File: src/logic/rtcs_pkg.sv
// Purpose: shared constants of the clock control and status block
// Assumes: 8-bit register port, one system clock
// Notes:   register offsets are word indices on the plain register port
package rtcs_pkg;

  // ==========================================================
  // bus geometry
  localparam int DATA_W    = 8;
  localparam int ADDR_W    = 4;
  localparam int CNT_BYTES = 5;
  localparam int CNT_W     = 40;

  // ==========================================================
  // register offsets
  localparam logic [ADDR_W-1:0] ADDR_CTRL     = 4'h0;
  localparam logic [ADDR_W-1:0] ADDR_CNT0     = 4'h1;
  localparam logic [ADDR_W-1:0] ADDR_MAT0     = 4'h6;
  localparam logic [ADDR_W-1:0] ADDR_IRQ_STAT = 4'hB;
  localparam logic [ADDR_W-1:0] ADDR_IRQ_MASK = 4'hC;

  // ==========================================================
  // control register fields
  localparam int CTRL_BLK_RST = 7;
  localparam int CTRL_RUN     = 6;
  localparam int CTRL_VR      = 5;
  localparam int CTRL_MODE_HI = 4;
  localparam int CTRL_MODE_LO = 3;
  localparam int CTRL_COM     = 2;
  localparam int CTRL_CLR_N   = 1;
  localparam int CTRL_OSC_SEL = 0;
  localparam logic [DATA_W-1:0] CTRL_RESET = 8'h00;

  // ==========================================================
  // interrupt fields
  localparam int IRQ_W     = 2;
  localparam int IRQ_MATCH = 0;
  localparam int IRQ_WRAP  = 1;
  localparam logic [IRQ_W-1:0] IRQ_RESET = 2'h0;

  // ==========================================================
  // timing
  localparam int PRESCALE_DIV = 64;
  localparam int BLK_RST_DLY  = 2;
  localparam int SYNC_STAGES  = 3;

endpackage

File: src/logic/rtcs_edge_sync.sv
// Purpose: bring the timekeeping clock pin into the system clock domain
// Assumes: pin toggles far slower than the system clock
// Notes:   one-cycle pulse per accepted rising edge
`timescale 1ns/1ps

module rtcs_edge_sync (
  // clock and reset
  input  wire logic clock,
  input  wire logic rst_b,
  // pin side
  input  wire logic pin_in,
  // edge pulse
  output logic      rise_o
);
  import rtcs_pkg::*;

  logic [SYNC_STAGES-1:0] sync_q;
  logic [SYNC_STAGES-1:0] sync_d;
  logic                   lvl_q;
  logic                   lvl_d;
  logic                   rise_q;
  logic                   rise_d;

  // ==========================================================
  // three stages; a change counts once the last two agree
  always_comb begin
    sync_d = {sync_q[SYNC_STAGES-2:0], pin_in};
    lvl_d  = lvl_q;
    rise_d = 1'b0;
    if (sync_q[1] == sync_q[2]) begin
      lvl_d  = sync_q[2];
      rise_d = sync_q[2] & ~lvl_q;
    end
  end

  always_ff @(posedge clock or negedge rst_b) begin
    if (!rst_b) begin
      sync_q <= '0;
      lvl_q  <= 1'b0;
      rise_q <= 1'b0;
    end else begin
      sync_q <= sync_d;
      lvl_q  <= lvl_d;
      rise_q <= rise_d;
    end
  end

  assign rise_o = rise_q;

endmodule

File: src/logic/rtcs_prescale.sv
// Purpose: divide timekeeping edges into counter increments
// Assumes: tick is a one-cycle pulse
// Notes:   count restarts from zero whenever enable drops
`timescale 1ns/1ps

module rtcs_prescale #(
  parameter int DIV = rtcs_pkg::PRESCALE_DIV
) (
  // clock and reset
  input  wire logic clock,
  input  wire logic rst_b,
  // control
  input  wire logic en,
  input  wire logic tick,
  // increment strobe
  output logic      inc_o
);
  import rtcs_pkg::*;

  localparam int PW = $clog2(DIV);
  localparam logic [PW-1:0] LAST = PW'(DIV - 1);

  if (DIV < 2 || (DIV & (DIV - 1)) != 0) begin : g_chk
    $error("prescaler divide must be a power of two of at least two");
  end

  logic [PW-1:0] cnt_q;
  logic [PW-1:0] cnt_d;
  logic          inc_q;
  logic          inc_d;

  // ==========================================================
  // divide by DIV while enabled
  always_comb begin
    cnt_d = cnt_q;
    inc_d = 1'b0;
    if (!en) begin
      cnt_d = '0;
    end else if (tick) begin
      cnt_d = cnt_q + 1'b1;
      inc_d = (cnt_q == LAST);
    end
  end

  always_ff @(posedge clock or negedge rst_b) begin
    if (!rst_b) begin
      cnt_q <= '0;
      inc_q <= 1'b0;
    end else begin
      cnt_q <= cnt_d;
      inc_q <= inc_d;
    end
  end

  assign inc_o = inc_q;
endmodule

File: src/logic/rtcs_ctrl.sv
// Purpose: control/status register and 40-bit time counter
// Assumes: plain register port, read data one cycle after strobe
// Notes:   timekeeping clock arrives as a pin and is sampled
`timescale 1ns/1ps

module rtcs_ctrl (
  // clock and reset
  input  wire logic                         clock,
  input  wire logic                         rst_b,
  // register port
  input  wire logic [rtcs_pkg::ADDR_W-1:0]  reg_addr,
  input  wire logic [rtcs_pkg::DATA_W-1:0]  reg_wdata,
  input  wire logic                         reg_wr,
  input  wire logic                         reg_rd,
  output logic      [rtcs_pkg::DATA_W-1:0]  reg_rdata,
  // timekeeping clock pin
  input  wire logic                         timekeeping_clock,
  // regulator sequencer
  output logic                              match_flag_out,
  output logic                              match_wake_out,
  // crystal oscillator
  output logic      [1:0]                   osc_mode_out,
  output logic                              osc_select_out,
  // interrupt
  output logic                              irq
);
  import rtcs_pkg::*;

  typedef logic [CNT_W-1:0] rtcs_cnt_t;

  logic [DATA_W-1:0]      ctrl_q;
  logic [DATA_W-1:0]      ctrl_d;
  logic [BLK_RST_DLY-1:0] dly_q;
  logic [BLK_RST_DLY-1:0] dly_d;
  rtcs_cnt_t              cnt_q;
  rtcs_cnt_t              cnt_d;
  rtcs_cnt_t              mat_q;
  rtcs_cnt_t              mat_d;
  logic [IRQ_W-1:0]       stat_q;
  logic [IRQ_W-1:0]       stat_d;
  logic [IRQ_W-1:0]       mask_q;
  logic [IRQ_W-1:0]       mask_d;
  logic [DATA_W-1:0]      rdata_q;
  logic [DATA_W-1:0]      rdata_d;
  logic                   mflag_q;
  logic                   mflag_d;
  logic                   eq_q;
  logic                   core_rst;
  logic                   run_en;
  logic                   tick;
  logic                   inc;
  logic                   step;
  logic                   eq;
  logic                   mat_nz;
  logic                   cnt_wr;
  logic                   mat_wr;
  logic [IRQ_W-1:0]       evt;

  // ==========================================================
  // address decode helpers
  function automatic logic in_bytes(logic [ADDR_W-1:0] a,
                                    logic [ADDR_W-1:0] base);
    in_bytes = (a >= base) && (a < base + ADDR_W'(CNT_BYTES));
  endfunction

  function automatic logic [2:0] byte_idx(logic [ADDR_W-1:0] a,
                                          logic [ADDR_W-1:0] base);
    logic [ADDR_W-1:0] d;
    d = a - base;
    byte_idx = d[2:0];
  endfunction

  // ==========================================================
  // block reset and enables
  // delayed release
  assign core_rst = ctrl_q[CTRL_BLK_RST] | (|dly_q);
  assign run_en   = ctrl_q[CTRL_RUN] & ~core_rst;
  assign eq       = (cnt_q == mat_q);
  assign mat_nz   = |mat_q;
  assign cnt_wr   = reg_wr & in_bytes(reg_addr, ADDR_CNT0) & ~run_en;
  assign mat_wr   = reg_wr & in_bytes(reg_addr, ADDR_MAT0);
  assign step     = inc & run_en;

  rtcs_edge_sync u_sync (
    .clock  (clock),
    .rst_b  (rst_b),
    .pin_in (timekeeping_clock),
    .rise_o (tick)
  );

  // prescaler halted and cleared when run drops
  rtcs_prescale #(
    .DIV (PRESCALE_DIV)
  ) u_pre (
    .clock (clock),
    .rst_b (rst_b),
    .en    (run_en),
    .tick  (tick),
    .inc_o (inc)
  );

  // ==========================================================
  // control register and reset release
  always_comb begin
    ctrl_d = ctrl_q;
    dly_d  = {dly_q[BLK_RST_DLY-2:0], ctrl_q[CTRL_BLK_RST]};
    if (reg_wr && reg_addr == ADDR_CTRL) begin
      ctrl_d = reg_wdata;
    end
  end

  // ==========================================================
  // counter and match value
  always_comb begin
    cnt_d = cnt_q;
    mat_d = mat_q;
    if (mat_wr) begin
      mat_d[{byte_idx(reg_addr, ADDR_MAT0), 3'h0} +: DATA_W] = reg_wdata;
    end
    if (core_rst || !ctrl_q[CTRL_CLR_N]) begin
      cnt_d = '0;
    end else if (cnt_wr) begin
      cnt_d[{byte_idx(reg_addr, ADDR_CNT0), 3'h0} +: DATA_W] = reg_wdata;
    end else if (step) begin
      if (ctrl_q[CTRL_COM] && eq && mat_nz) begin
        cnt_d = '0;
      end else begin
        cnt_d = cnt_q + 1'b1;
      end
    end
  end

  // ==========================================================
  // match outputs and interrupts
  always_comb begin
    mflag_d = ctrl_q[CTRL_VR] & eq & ~core_rst;
    evt = '0;
    evt[IRQ_MATCH] = eq & ~eq_q & ~core_rst;
    evt[IRQ_WRAP]  = step & (&cnt_q) & ~core_rst & ctrl_q[CTRL_CLR_N];
    stat_d = stat_q;
    mask_d = mask_q;
    if (reg_wr && reg_addr == ADDR_IRQ_STAT) begin
      stat_d = stat_q & ~reg_wdata[IRQ_W-1:0];
    end
    if (reg_wr && reg_addr == ADDR_IRQ_MASK) begin
      mask_d = reg_wdata[IRQ_W-1:0];
    end
    // set wins over clear
    stat_d = stat_d | evt;
  end

  // ==========================================================
  // read data
  always_comb begin
    rdata_d = '0;
    if (reg_rd) begin
      if (reg_addr == ADDR_CTRL) begin
        rdata_d = ctrl_q;
      end else if (in_bytes(reg_addr, ADDR_CNT0)) begin
        rdata_d = cnt_q[{byte_idx(reg_addr, ADDR_CNT0), 3'h0} +: DATA_W];
      end else if (in_bytes(reg_addr, ADDR_MAT0)) begin
        rdata_d = mat_q[{byte_idx(reg_addr, ADDR_MAT0), 3'h0} +: DATA_W];
      end else if (reg_addr == ADDR_IRQ_STAT) begin
        rdata_d = {{(DATA_W-IRQ_W){1'b0}}, stat_q};
      end else if (reg_addr == ADDR_IRQ_MASK) begin
        rdata_d = {{(DATA_W-IRQ_W){1'b0}}, mask_q};
      end
    end
  end

  // ==========================================================
  // state registers
  always_ff @(posedge clock or negedge rst_b) begin
    if (!rst_b) begin
      ctrl_q  <= CTRL_RESET;
      dly_q   <= '0;
      cnt_q   <= '0;
      mat_q   <= '0;
      stat_q  <= IRQ_RESET;
      mask_q  <= IRQ_RESET;
      rdata_q <= '0;
      mflag_q <= 1'b0;
      // counter and match both reset to zero, so they start out equal
      eq_q    <= 1'b1;
    end else begin
      ctrl_q  <= ctrl_d;
      dly_q   <= dly_d;
      cnt_q   <= cnt_d;
      mat_q   <= mat_d;
      stat_q  <= stat_d;
      mask_q  <= mask_d;
      rdata_q <= rdata_d;
      mflag_q <= mflag_d;
      eq_q    <= eq;
    end
  end

  assign reg_rdata      = rdata_q;
  assign match_flag_out = mflag_q;
  assign match_wake_out = mflag_q;
  assign osc_mode_out   = ctrl_q[CTRL_MODE_HI:CTRL_MODE_LO];
  assign osc_select_out = ctrl_q[CTRL_OSC_SEL];
  assign irq            = |(stat_q & mask_q);
endmodule

File: config.mk
export PLATFORM = sky130hd
export DESIGN_NAME = rtcs_ctrl
export DESIGN_NICKNAME = d
export VERILOG_FILES = /design/src/logic/rtcs_pkg.sv /design/src/logic/rtcs_edge_sync.sv /design/src/logic/rtcs_prescale.sv /design/src/logic/rtcs_ctrl.sv
export SDC_FILE = /design/constraint.sdc
export NUM_CORES = 1
export LEC_CHECK = 0
export BUFFER_PORTS_ARGS = -buffer_cell sky130_fd_sc_hd__buf_2
export CAP_MARGIN = 20
export CORE_MARGIN = 4
export CORE_UTILIZATION = 27
export CTS_BUF_LIST = sky130_fd_sc_hd__clkbuf_8 sky130_fd_sc_hd__clkbuf_16
export CTS_CLUSTER_DIAMETER = 80
export DETAILED_ROUTE_END_ITERATION = 8
export GPL_ROUTABILITY_DRIVEN = 0
export PLACE_DENSITY = 0.38
export SKIP_CTS_REPAIR_TIMING = 1
export SLEW_MARGIN = 5
export SYNTH_ARGS = -nofsm -noshare
export SYNTH_HDL_FRONTEND = slang
export SYNTH_SLANG_ARGS = --single-unit
File: constraint.sdc
create_clock -name clock -period 2.8 [get_ports clock]
set_input_delay 0 -clock clock [delete_from_list [all_inputs] [get_ports clock]]
set_output_delay 0 -clock clock [all_outputs]
set_load 0.02 [all_outputs]
=== Word-level counts from Yosys, hierarchy flattened ===
Cells that the tools add are included.
W data, S select, Z words.

* Register bits: 116
* Word-level logic and storage cells: 91

* Add/subtract/negate cells: 6
* Magnitude comparators: 4
* Equality and inequality tests: 6
* Shift operators: 6
* Mux-type cells: 18
* Bitwise gates (word level): 22
* Reductions and logical operators: 15

{| class="wikitable"
|+ Operators by type and width
! cell !! count
|-
| $mux W40 || 4
|-
| $bwmux W40 || 2
|-
| $shift A8 B8 Y40 const A || 2
|-
| $shiftx A40 B7 Y8 || 2
|-
| $shiftx A8 B8 Y40 || 2
|-
| $add A40 B1 Y40 const B || 1
|-
| $eq A40 B40 Y1 || 1
|-
| $reduce_and A40 Y1 || 1
|-
| $reduce_or A40 Y1 || 1
|-
| $mux W8 || 4
|-
| $neg A6 Y8 || 2
|-
| $and A1 B1 Y1 || 13
|-
| $mux W6 || 2
|-
| $eq A4 B4 Y1 const B || 2
|-
| $logic_and A1 B1 Y1 || 7
|-
| $add A6 B1 Y6 const B || 1
|-
| $eq A6 B6 Y1 const B || 1
|-
| $mux W2 || 3
|-
| $and A2 B2 Y2 || 2
|-
| $ge A4 B1 Y1 const B || 1
|-
| $ge A4 B3 Y1 const B || 1
|-
| $logic_not A4 Y1 || 1
|-
| $lt A4 B3 Y1 const B || 1
|-
| $lt A4 B4 Y1 const B || 1
|-
| 13 further kinds || 19
|}

=== Logic depth before layout (Yosys ltp) ===
Gate-level depths: netlist of the first run.

* Word-level depth: 9
* Mapped depth: 15
* Gate-level depth less buffers: 11

=== By module ===
From an unflattened synthesis of the first run, not the netlist that was laid out.

* Cells, all modules: 849
* Area, all modules: 7641.1 um^2

{| class="wikitable"
|+ Modules (own cells, without submodules)
! module !! times used !! cells each !! area an instance (um^2)
|-
| rtcs_ctrl || 1 || 813 || 7150.6
|-
| rtcs_prescale || 1 || 29 || 344.1
|-
| rtcs_edge_sync || 1 || 7 || 146.4
|}

=== Worst setup path before layout of the first run ===
OpenSTA, ideal clock, no wires.

* Kind: input port to flip-flop
* Start: input port reg_addr[0] (netlist bit)
* End: register cnt_q[0]
* Library setup time: 95 ps
* Arrival time: 3249 ps
* Data required time: 2705 ps
* Setup slack: -544 ps
* Cell stages on the path: 13
* Path buffers: 4
* Cells stage by stage: clkbuf_1 -> buf_4 -> inv_1 -> clkbuf_1 -> ha_1 -> xor2_2 -> inv_1 -> clkbuf_1 -> ha_1 -> nor4_1 -> and2_4 -> a21oi_1 -> o31ai_1

* Longest elaborated chain between the ends: 6

{| class="wikitable"
|+ Ends and longest elaborated chain
! item !! RTL line !! source
|-
| start, declared || rtcs_ctrl.sv:11 || <nowiki>input wire logic [rtcs_pkg::ADDR_W-1:0] reg_addr,</nowiki>
|-
| $sub A3 B1 Y3 (tied with other cells) || rtcs_ctrl.sv:69 || <nowiki>d = a - base;</nowiki>
|-
| $neg A6 Y8 / $logic_and A1 B1 Y1 (equally long branches) || rtcs_ctrl.sv:123, rtcs_ctrl.sv:63 ||
|-
| $shiftx A8 B8 Y40 (tied with other cells) || rtcs_ctrl.sv:123 || <nowiki>cnt_d[{byte_idx(reg_addr, ADDR_CNT0), 3'h0} +: DATA_W] = reg_wdata;</nowiki>
|-
| $bwmux W40 / $and A1 B1 Y1 (equally long branches) || rtcs_ctrl.sv:123, rtcs_ctrl.sv:80 ||
|-
| $mux W40 || rtcs_ctrl.sv:122 || <nowiki>end else if (cnt_wr) begin</nowiki>
|-
| $mux W40 || rtcs_ctrl.sv:120 || <nowiki>if (core_rst || !ctrl_q[CTRL_CLR_N]) begin</nowiki>
|-
| end signal, assigned || rtcs_ctrl.sv:188 || <nowiki>cnt_q <= cnt_d;</nowiki>
|-
| end, declared || rtcs_ctrl.sv:35 || <nowiki>rtcs_cnt_t cnt_q;</nowiki>
|}

Parallel ways exist; a longest one is shown, timed or not.
A chain may end at the register's enable or synchronous reset.

=== Final worst setup path of the first run ===
* Start: register cnt_q[15]
* End: register cnt_q[32]

* Longest elaborated chain between the ends: 7

{| class="wikitable"
|+ Ends and longest elaborated chain
! item !! RTL line !! source
|-
| branches (longest 3 deep; another with $add A40 B1 Y40) || -- ||
|-
| $mux W40 * || rtcs_ctrl.sv:125 || <nowiki>if (ctrl_q[CTRL_COM] && eq && mat_nz) begin</nowiki>
|-
| $mux W40 * || rtcs_ctrl.sv:124 || <nowiki>end else if (step) begin</nowiki>
|-
| $mux W40 * || rtcs_ctrl.sv:122 ||
|-
| $mux W40 * || rtcs_ctrl.sv:120 ||
|}

Mark *: on every way between the ends. The select of a mux whose other input is x is not followed.

==> run metrics, run 1 <==
outcome finished, violations left; failing checks hold timing; RSZ-0062 raised after global routing false; met2 Use GR 0.304; Layout Skew 12.3 ps; Synthesis Warnings 0; Area Growth Syn to Fin 15.4%; Critical Path Sink Type flip-flop; R2R depth 7; crit-path max FO 34; # setup viols final 0; GRT busiest layer met2; largest net degree at the start of global routing 53; Pins Over Slew Limit 0; first-pass GRT wire length 45.2 mm; Synth cell types 73; Worst-Skew Late Latency 440 ps; Crit Reg-Reg Endpoint cnt_q[32]$_DFFE_PN0P_; Hold Path Origin reg_wr; layout cell share with drive strength beyond 1 0.209; wire per inst 24.1 um; worst path required time 3110 ps; clk root buf clkbuf_16; total number of vias 6634; Vias/cell 5.27; Cells after DPL 1223; Synth top area share 0.368; Worst EP arrival 2800 ps; PwrDens 617 mW/mm2; Clock Sinks 116; R2R Setup Slk 310 ps; Starting Density 0.273; Post-Syn Nets 861; Cell Count, Final, Fillers Out 1260; remaining global-route overflow 0; Worst Hold Class input port to flip-flop; top cells by area, synth dfrtp_1 37%, xor2_1 7.4%, nand2_1 6.0%, o21ai_0 4.7%, mux2_2 3.6%; CP Class flip-flop to flip-flop; antenna violations before repair 0; syn_area_per_cell 9.40 um2; final hold viol count 4; number of synthesized flops with an enable pin 0; routing usage on met3 0.0354; Synth area leader dfrtp_1; maximum clock frequency 0.402 GHz; Routed Antenna Nets 0; Tcrit/Tclk final 0.889; asr flop ratio synth 1.00; nets 892; R2R Path Start cnt_q[15]$_DFFE_PN0P_; TritonCTS clock tree built; Hold Crit Depth 4; sequential cell area 0.00290 mm2; Die W 178 um; DP HPWL 22.1 mm; Max IR drop VDD 453 uV; Syn Std Cell Area 0.00782 mm2; slew of the pin with the lowest slew margin 737 ps; num ports 31; total power 0.00557 W; antenna cells 0; Die ar. 0.0318 mm2; Hold Path End stat_q[0]$_DFF_PN0_; grt met1 use 0.277; GRT Overall Usage 0.195; multi-input logic area 0.00448 mm2; Main synth FF type dfrtp_1; #FFs+latches synth 116; Port Buf Inserts 30; Max clock buf depth 2; CTS clk-pin slew, worst paths 70 ps; Seq/Total Area, Yosys 0.371; Fillers 2980; TritonCTS Buffers 17; cells after synthesis 832; core outline area 0.0286 mm2; DR DRC count 0; slew margin rel. 0.509; total wire length 30.4 mm; max-cap viol count 0; number of DRC markers in iteration 0 736; DRT Pass-1 Iters 6; Die Ht 178 um; vias in the first global route 6486; Setup crit start cnt_q[15]$_DFFE_PN0P_; minimum clock period 2490 ps; Leak Pwr 4.10 nW; Rows 62; H-tree depth 4; crit start category flip-flop; hold slack -25.9 ps; post-route setup TNS 0 ps
==> per-layer routing <==
layer,vias to the layer above,wire length (um)
li1,3060,-
met1,3357,14400
met2,185,13900
met3,32,1390
met4,0,642
met5,-,0
==> report_power, final <==
group	switching [W]	total (W)	internal, W
logic	0.000770	0.00128	0.000509
registers	0.000301	0.00216	0.00186
clock network	0.000976	0.00213	0.00115
total	0.00205	0.00557	0.00352
==> cell families after synthesis <==
| logic type | after synthesis | share of synthesized area |
|---|---|---|
| DFF | 116 | 0.371 |
| AOI/OAI and AO/OA | 207 | 0.182 |
| muxes | 44 | 0.0763 |
| buffers and inverters | 77 | 0.0605 |
| xor gates and xnor gates | 83 | 0.0939 |
| and+or+nand+nor | 292 | 0.196 |
| adders and majority gates | 13 | 0.0205 |
==> critical path, stage by stage (launching register included) <==
cell	delay, ps
dfrtp_1	500
xor2_1	210
nor4_1	360
nand4_1	250
nor4_4	320
buf_12	230
nand2b_1	300
o21ai_0	150
==> cells in the final DEF, fill, tap and decap left out, types with 23 or more instances in the layout <==
cell	synthesis	routed
buf_2	11	29
nand3_1	23	23
dfrtp_1	115	115
mux2_2	25	25
nor2_1	39	39
buf_4	7	44
nand2_1	125	125
o21ai_0	74	73
xor2_1	66	66
nand4_1	23	23
a21oi_1	37	37
==> flip-flops by register name, summed over array words and instances (netlist names) <==
| signal | flops |
|---|---|
| u_sync.lvl_q | 1 |
| match_flag_out | 1 |
| mat_q | 40 |
| u_pre.inc_o | 1 |
| reg_rdata | 8 |
| u_pre.cnt_q | 6 |
| ctrl_q | 8 |
| u_sync.rise_o | 1 |
| u_sync.sync_q | 3 |
| dly_q | 2 |
| cnt_q | 40 |
| stat_q | 2 |
| eq_q | 1 |
| mask_q | 2 |
==> worst max-delay path by stage <==
| stage | depth (start not counted) | end |
|---|---|---|
| after CTS | 7 | cnt_q[32]$_DFFE_PN0P_ |
| after global placement | 7 | cnt_q[32]$_DFFE_PN0P_ |
| after global routing | 7 | cnt_q[32]$_DFFE_PN0P_ |
| final | 7 | cnt_q[32]$_DFFE_PN0P_ |
| after detailed placement | 7 | cnt_q[32]$_DFFE_PN0P_ |
| after floorplan | 13 | cnt_q[0]$_DFFE_PN0P_ |
==> stage by stage <==
stage                     setup WS (ps)  hold slack [ps]  instance area (um2)   util
after global routing                193             5.45                 9020  0.315
after detailed placement            364              110                 8430  0.294
final                               312            -25.9                 9020  0.315
after global placement              309              107                 8430  0.294
after floorplan                   0.831             -296                 7860      -
after CTS                           315             -348                 8970  0.314
==> final cells by class <==
cell class,count,share of cell area
multi-input combinational,639,0.496
tap,384,0.0532
inverter,8,0.00333
clock buffer,17,0.0471
timing repair buffer,81,0.0649
clock inverter,15,0.0134
sequential,116,0.322
==> cells in the mapped netlist, types with 2 or more instances <==
master,number
a21boi_0,3
a21boi_1,6
a21o_4,3
a21oi_1,37
a221oi_1,2
a22o_1,6
a22oi_1,6
a2bb2oi_1,4
a31oi_1,13
a32o_1,2
and2_1,4
and3_1,16
buf_1,4
buf_2,11
buf_4,7
buf_6,10
clkbuf_1,32
clkbuf_8,4
dfrtp_1,115
ha_1,12
inv_1,7
mux2_2,25
mux2i_1,9
mux4_2,10
nand2_1,125
nand2b_1,5
nand3_1,23
nand4_1,23
nor2_1,39
nor2_2,3
nor2b_1,2
nor3_1,7
nor3_2,2
nor4_1,22
nor4_4,3
o211a_1,22
o211ai_1,6
o21a_1,2
o21ai_0,74
o221a_2,7
o22ai_1,2
o31ai_1,6
xnor2_1,16
xor2_1,66
Power figures use the tool's default switching activity.
==> run 2: changes to the inputs <==
--- a/config.mk
+++ b/config.mk
@@ -8,12 +8,12 @@
 export BUFFER_PORTS_ARGS = -buffer_cell sky130_fd_sc_hd__buf_2
 export CAP_MARGIN = 20
 export CORE_MARGIN = 4
-export CORE_UTILIZATION = 27
+export CORE_UTILIZATION = 53
 export CTS_BUF_LIST = sky130_fd_sc_hd__clkbuf_8 sky130_fd_sc_hd__clkbuf_16
 export CTS_CLUSTER_DIAMETER = 80
 export DETAILED_ROUTE_END_ITERATION = 8
 export GPL_ROUTABILITY_DRIVEN = 0
-export PLACE_DENSITY = 0.38
+export PLACE_DENSITY = 0.67
 export SKIP_CTS_REPAIR_TIMING = 1
 export SLEW_MARGIN = 5
 export SYNTH_ARGS = -nofsm -noshare
==> run 2 against run 1 <==
The flow still finishes with violations (hold timing). First-iteration DRC count rose by 19%. Design area decreased by 2.5%. Largest power group is now clock. Count of clock-buffer cells in the layout unchanged. Critical path depth is 1 lower. Sequential cell count did not move.
==> run metrics, run 2 (synthesized netlist as in run 1, its figures left out) <==
CTS clk-pin slew, worst paths 60 ps; Area Growth Syn to Fin 12.5%; total wire length 25.2 mm; # setup viols final 0; biggest regs cnt_q (40), mat_q (40); Die ar. 0.0168 mm2; Hold Path End stat_q[0]$_DFF_PN0_; CP top delay family simple AND/OR/NAND/NOR gates; remaining global-route overflow 0; slew of the pin with the lowest slew margin 719 ps; Pins Over Slew Limit 0; Port Buf Inserts 30; Hold Path Origin reg_addr[3]; Routed Antenna Nets 0; antenna violations before repair 0; Crit Reg-Reg Endpoint cnt_q[3]$_DFFE_PN0P_; Worst Hold Class input port to flip-flop; Worst-Skew Late Latency 430 ps; Max clock buf depth 2; wire per inst 23.9 um; final core utilization 0.608; final worst setup slack 318 ps; Critical Path Sink Type flip-flop; failing checks hold timing; Fillers 1196; DP Worst Slack 400 ps; crit-path max FO 39; largest net degree at the start of global routing 61; Tcrit/Tclk final 0.886; met2 Use GR 0.491; crit start category flip-flop; fin area 0.00880 mm2; layout cell share with drive strength beyond 1 0.201; Crit path buffers/inverters 1; DRT Pass-1 Iters 6; H-tree depth 4; Worst EP arrival 2820 ps; Die W 129 um; Crit path largest cell delay 650 ps; grt met1 use 0.404; CP max-delay cell or4b_1; Leak Pwr 4.10 nW; worst path required time 3140 ps; slew margin rel. 0.521; total number of vias 6900; Vias/cell 6.55; Layout Skew 5.26 ps; GRT Overall Usage 0.311; commonest non-fill, non-tap cells in the layout 125 x nand2_1, 115 x dfrtp_1, 73 x o21ai_0; post-route setup TNS 0 ps; Rows 44; PwrDens 648 mW/mm2; maximum clock frequency 0.403 GHz; RSZ-0062 raised after global routing false; commonest non-fill, non-tap cell in the layout nand2_1; R2R Setup Slk 320 ps; Hold Crit Depth 4; Starting Density 0.540; routing usage on met3 0.0808; first-pass GRT wire length 39.2 mm; vias in the first global route 6726; TritonCTS clock tree built; DR DRC count 0; DP HPWL 18.1 mm; GRT busiest layer met2; Die Ht 129 um; Clock Sinks 116; outcome finished, violations left; R2R depth 6; cell area after placement 0.00811 mm2; max-cap viol count 0; CP Class flip-flop to flip-flop; Max IR drop VDD 394 uV; R2R Path Start ctrl_q[6]$_DFFE_PN0P_; final hold viol count 2; num ports 31; clk root buf clkbuf_16; TritonCTS Buffers 17; nets 885; cells along the critical path or4b_1 > and4_4 > nor2_2 > buf_4 > o21ai_0 > a21boi_1; core outline area 0.0145 mm2; minimum clock period 2480 ps; hold slack -25.8 ps; number of DRC markers in iteration 0 874
## run 2: changes by cell type in the layout (fill, tap and decap cells not counted), sizes merged
cell,previous run,this run
buf,76,68
bufinv,0,4
clkinv,4,8
clkinvlp,4,1
diode,0,1
dlygate4sd3,5,6
inv,15,10
## run 2: worst min-delay path: cells and delay by family
kind / cells / cell delay (ps)
AOI/OAI and AO/OA: 1 / 60
buffers and inverters: 1 / 170
and+or+nand+nor: 2 / 130
## run 2: layout make-up
type,instances,area (um2),area share
multi-input combinational,639,4480,0.509
clock buffer,17,425,0.0484
sequential,116,2900,0.330
inverter,8,30.0,0.00341
clock inverter,15,204,0.0232
timing repair buffer,74,523,0.0595
antenna,1,2.50,0.000284
tap,184,230,0.0262
## run 2: per-layer routing
metal / vias to the layer above / wire, um / share of wire
met5: - / 0 / 0
met4: 0 / 1220 / 0.049
met3: 96 / 2480 / 0.099
met2: 405 / 11700 / 0.47
met1: 3348 / 9760 / 0.39
li1: 3051 / - / -
## run 2: where the power goes
part	internal, W	leakage, nW	total (W)	switching [W]
Sequential	0.00186	1.56	0.00214	0.000285
Combinational	0.000504	2.24	0.00123	0.000725
Clock	0.00149	0.308	0.00232	0.000831
Total	0.00386	4.10	0.00570	0.00184
## run 2: how the worst max path moves through the flow
| stage | slack [ps] | cells past startpoint | startpoint | to |
|---|---|---|---|---|
| finish | 320 | 6 | ctrl_q[6]$_DFFE_PN0P_ | cnt_q[3]$_DFFE_PN0P_ |
| global route | 200 | 6 | ctrl_q[6]$_DFFE_PN0P_ | cnt_q[5]$_DFFE_PN0P_ |
| CTS | 360 | 6 | ctrl_q[6]$_DFFE_PN0P_ | cnt_q[3]$_DFFE_PN0P_ |
| global placement | 460 | 7 | cnt_q[33]$_DFFE_PN0P_ | cnt_q[32]$_DFFE_PN0P_ |
| floorplan | 0.8 | 13 | reg_addr[0] | cnt_q[0]$_DFFE_PN0P_ |
| detailed placement | 400 | 6 | ctrl_q[6]$_DFFE_PN0P_ | cnt_q[7]$_DFFE_PN0P_ |
## run 2: per-stage QoR
step	power, W	cells
floorplan	0.00295	832
finish	0.00570	1054
global placement	0.00331	1015
detailed placement	0.00336	1015
global route	0.00594	1053
CTS	0.00569	1047
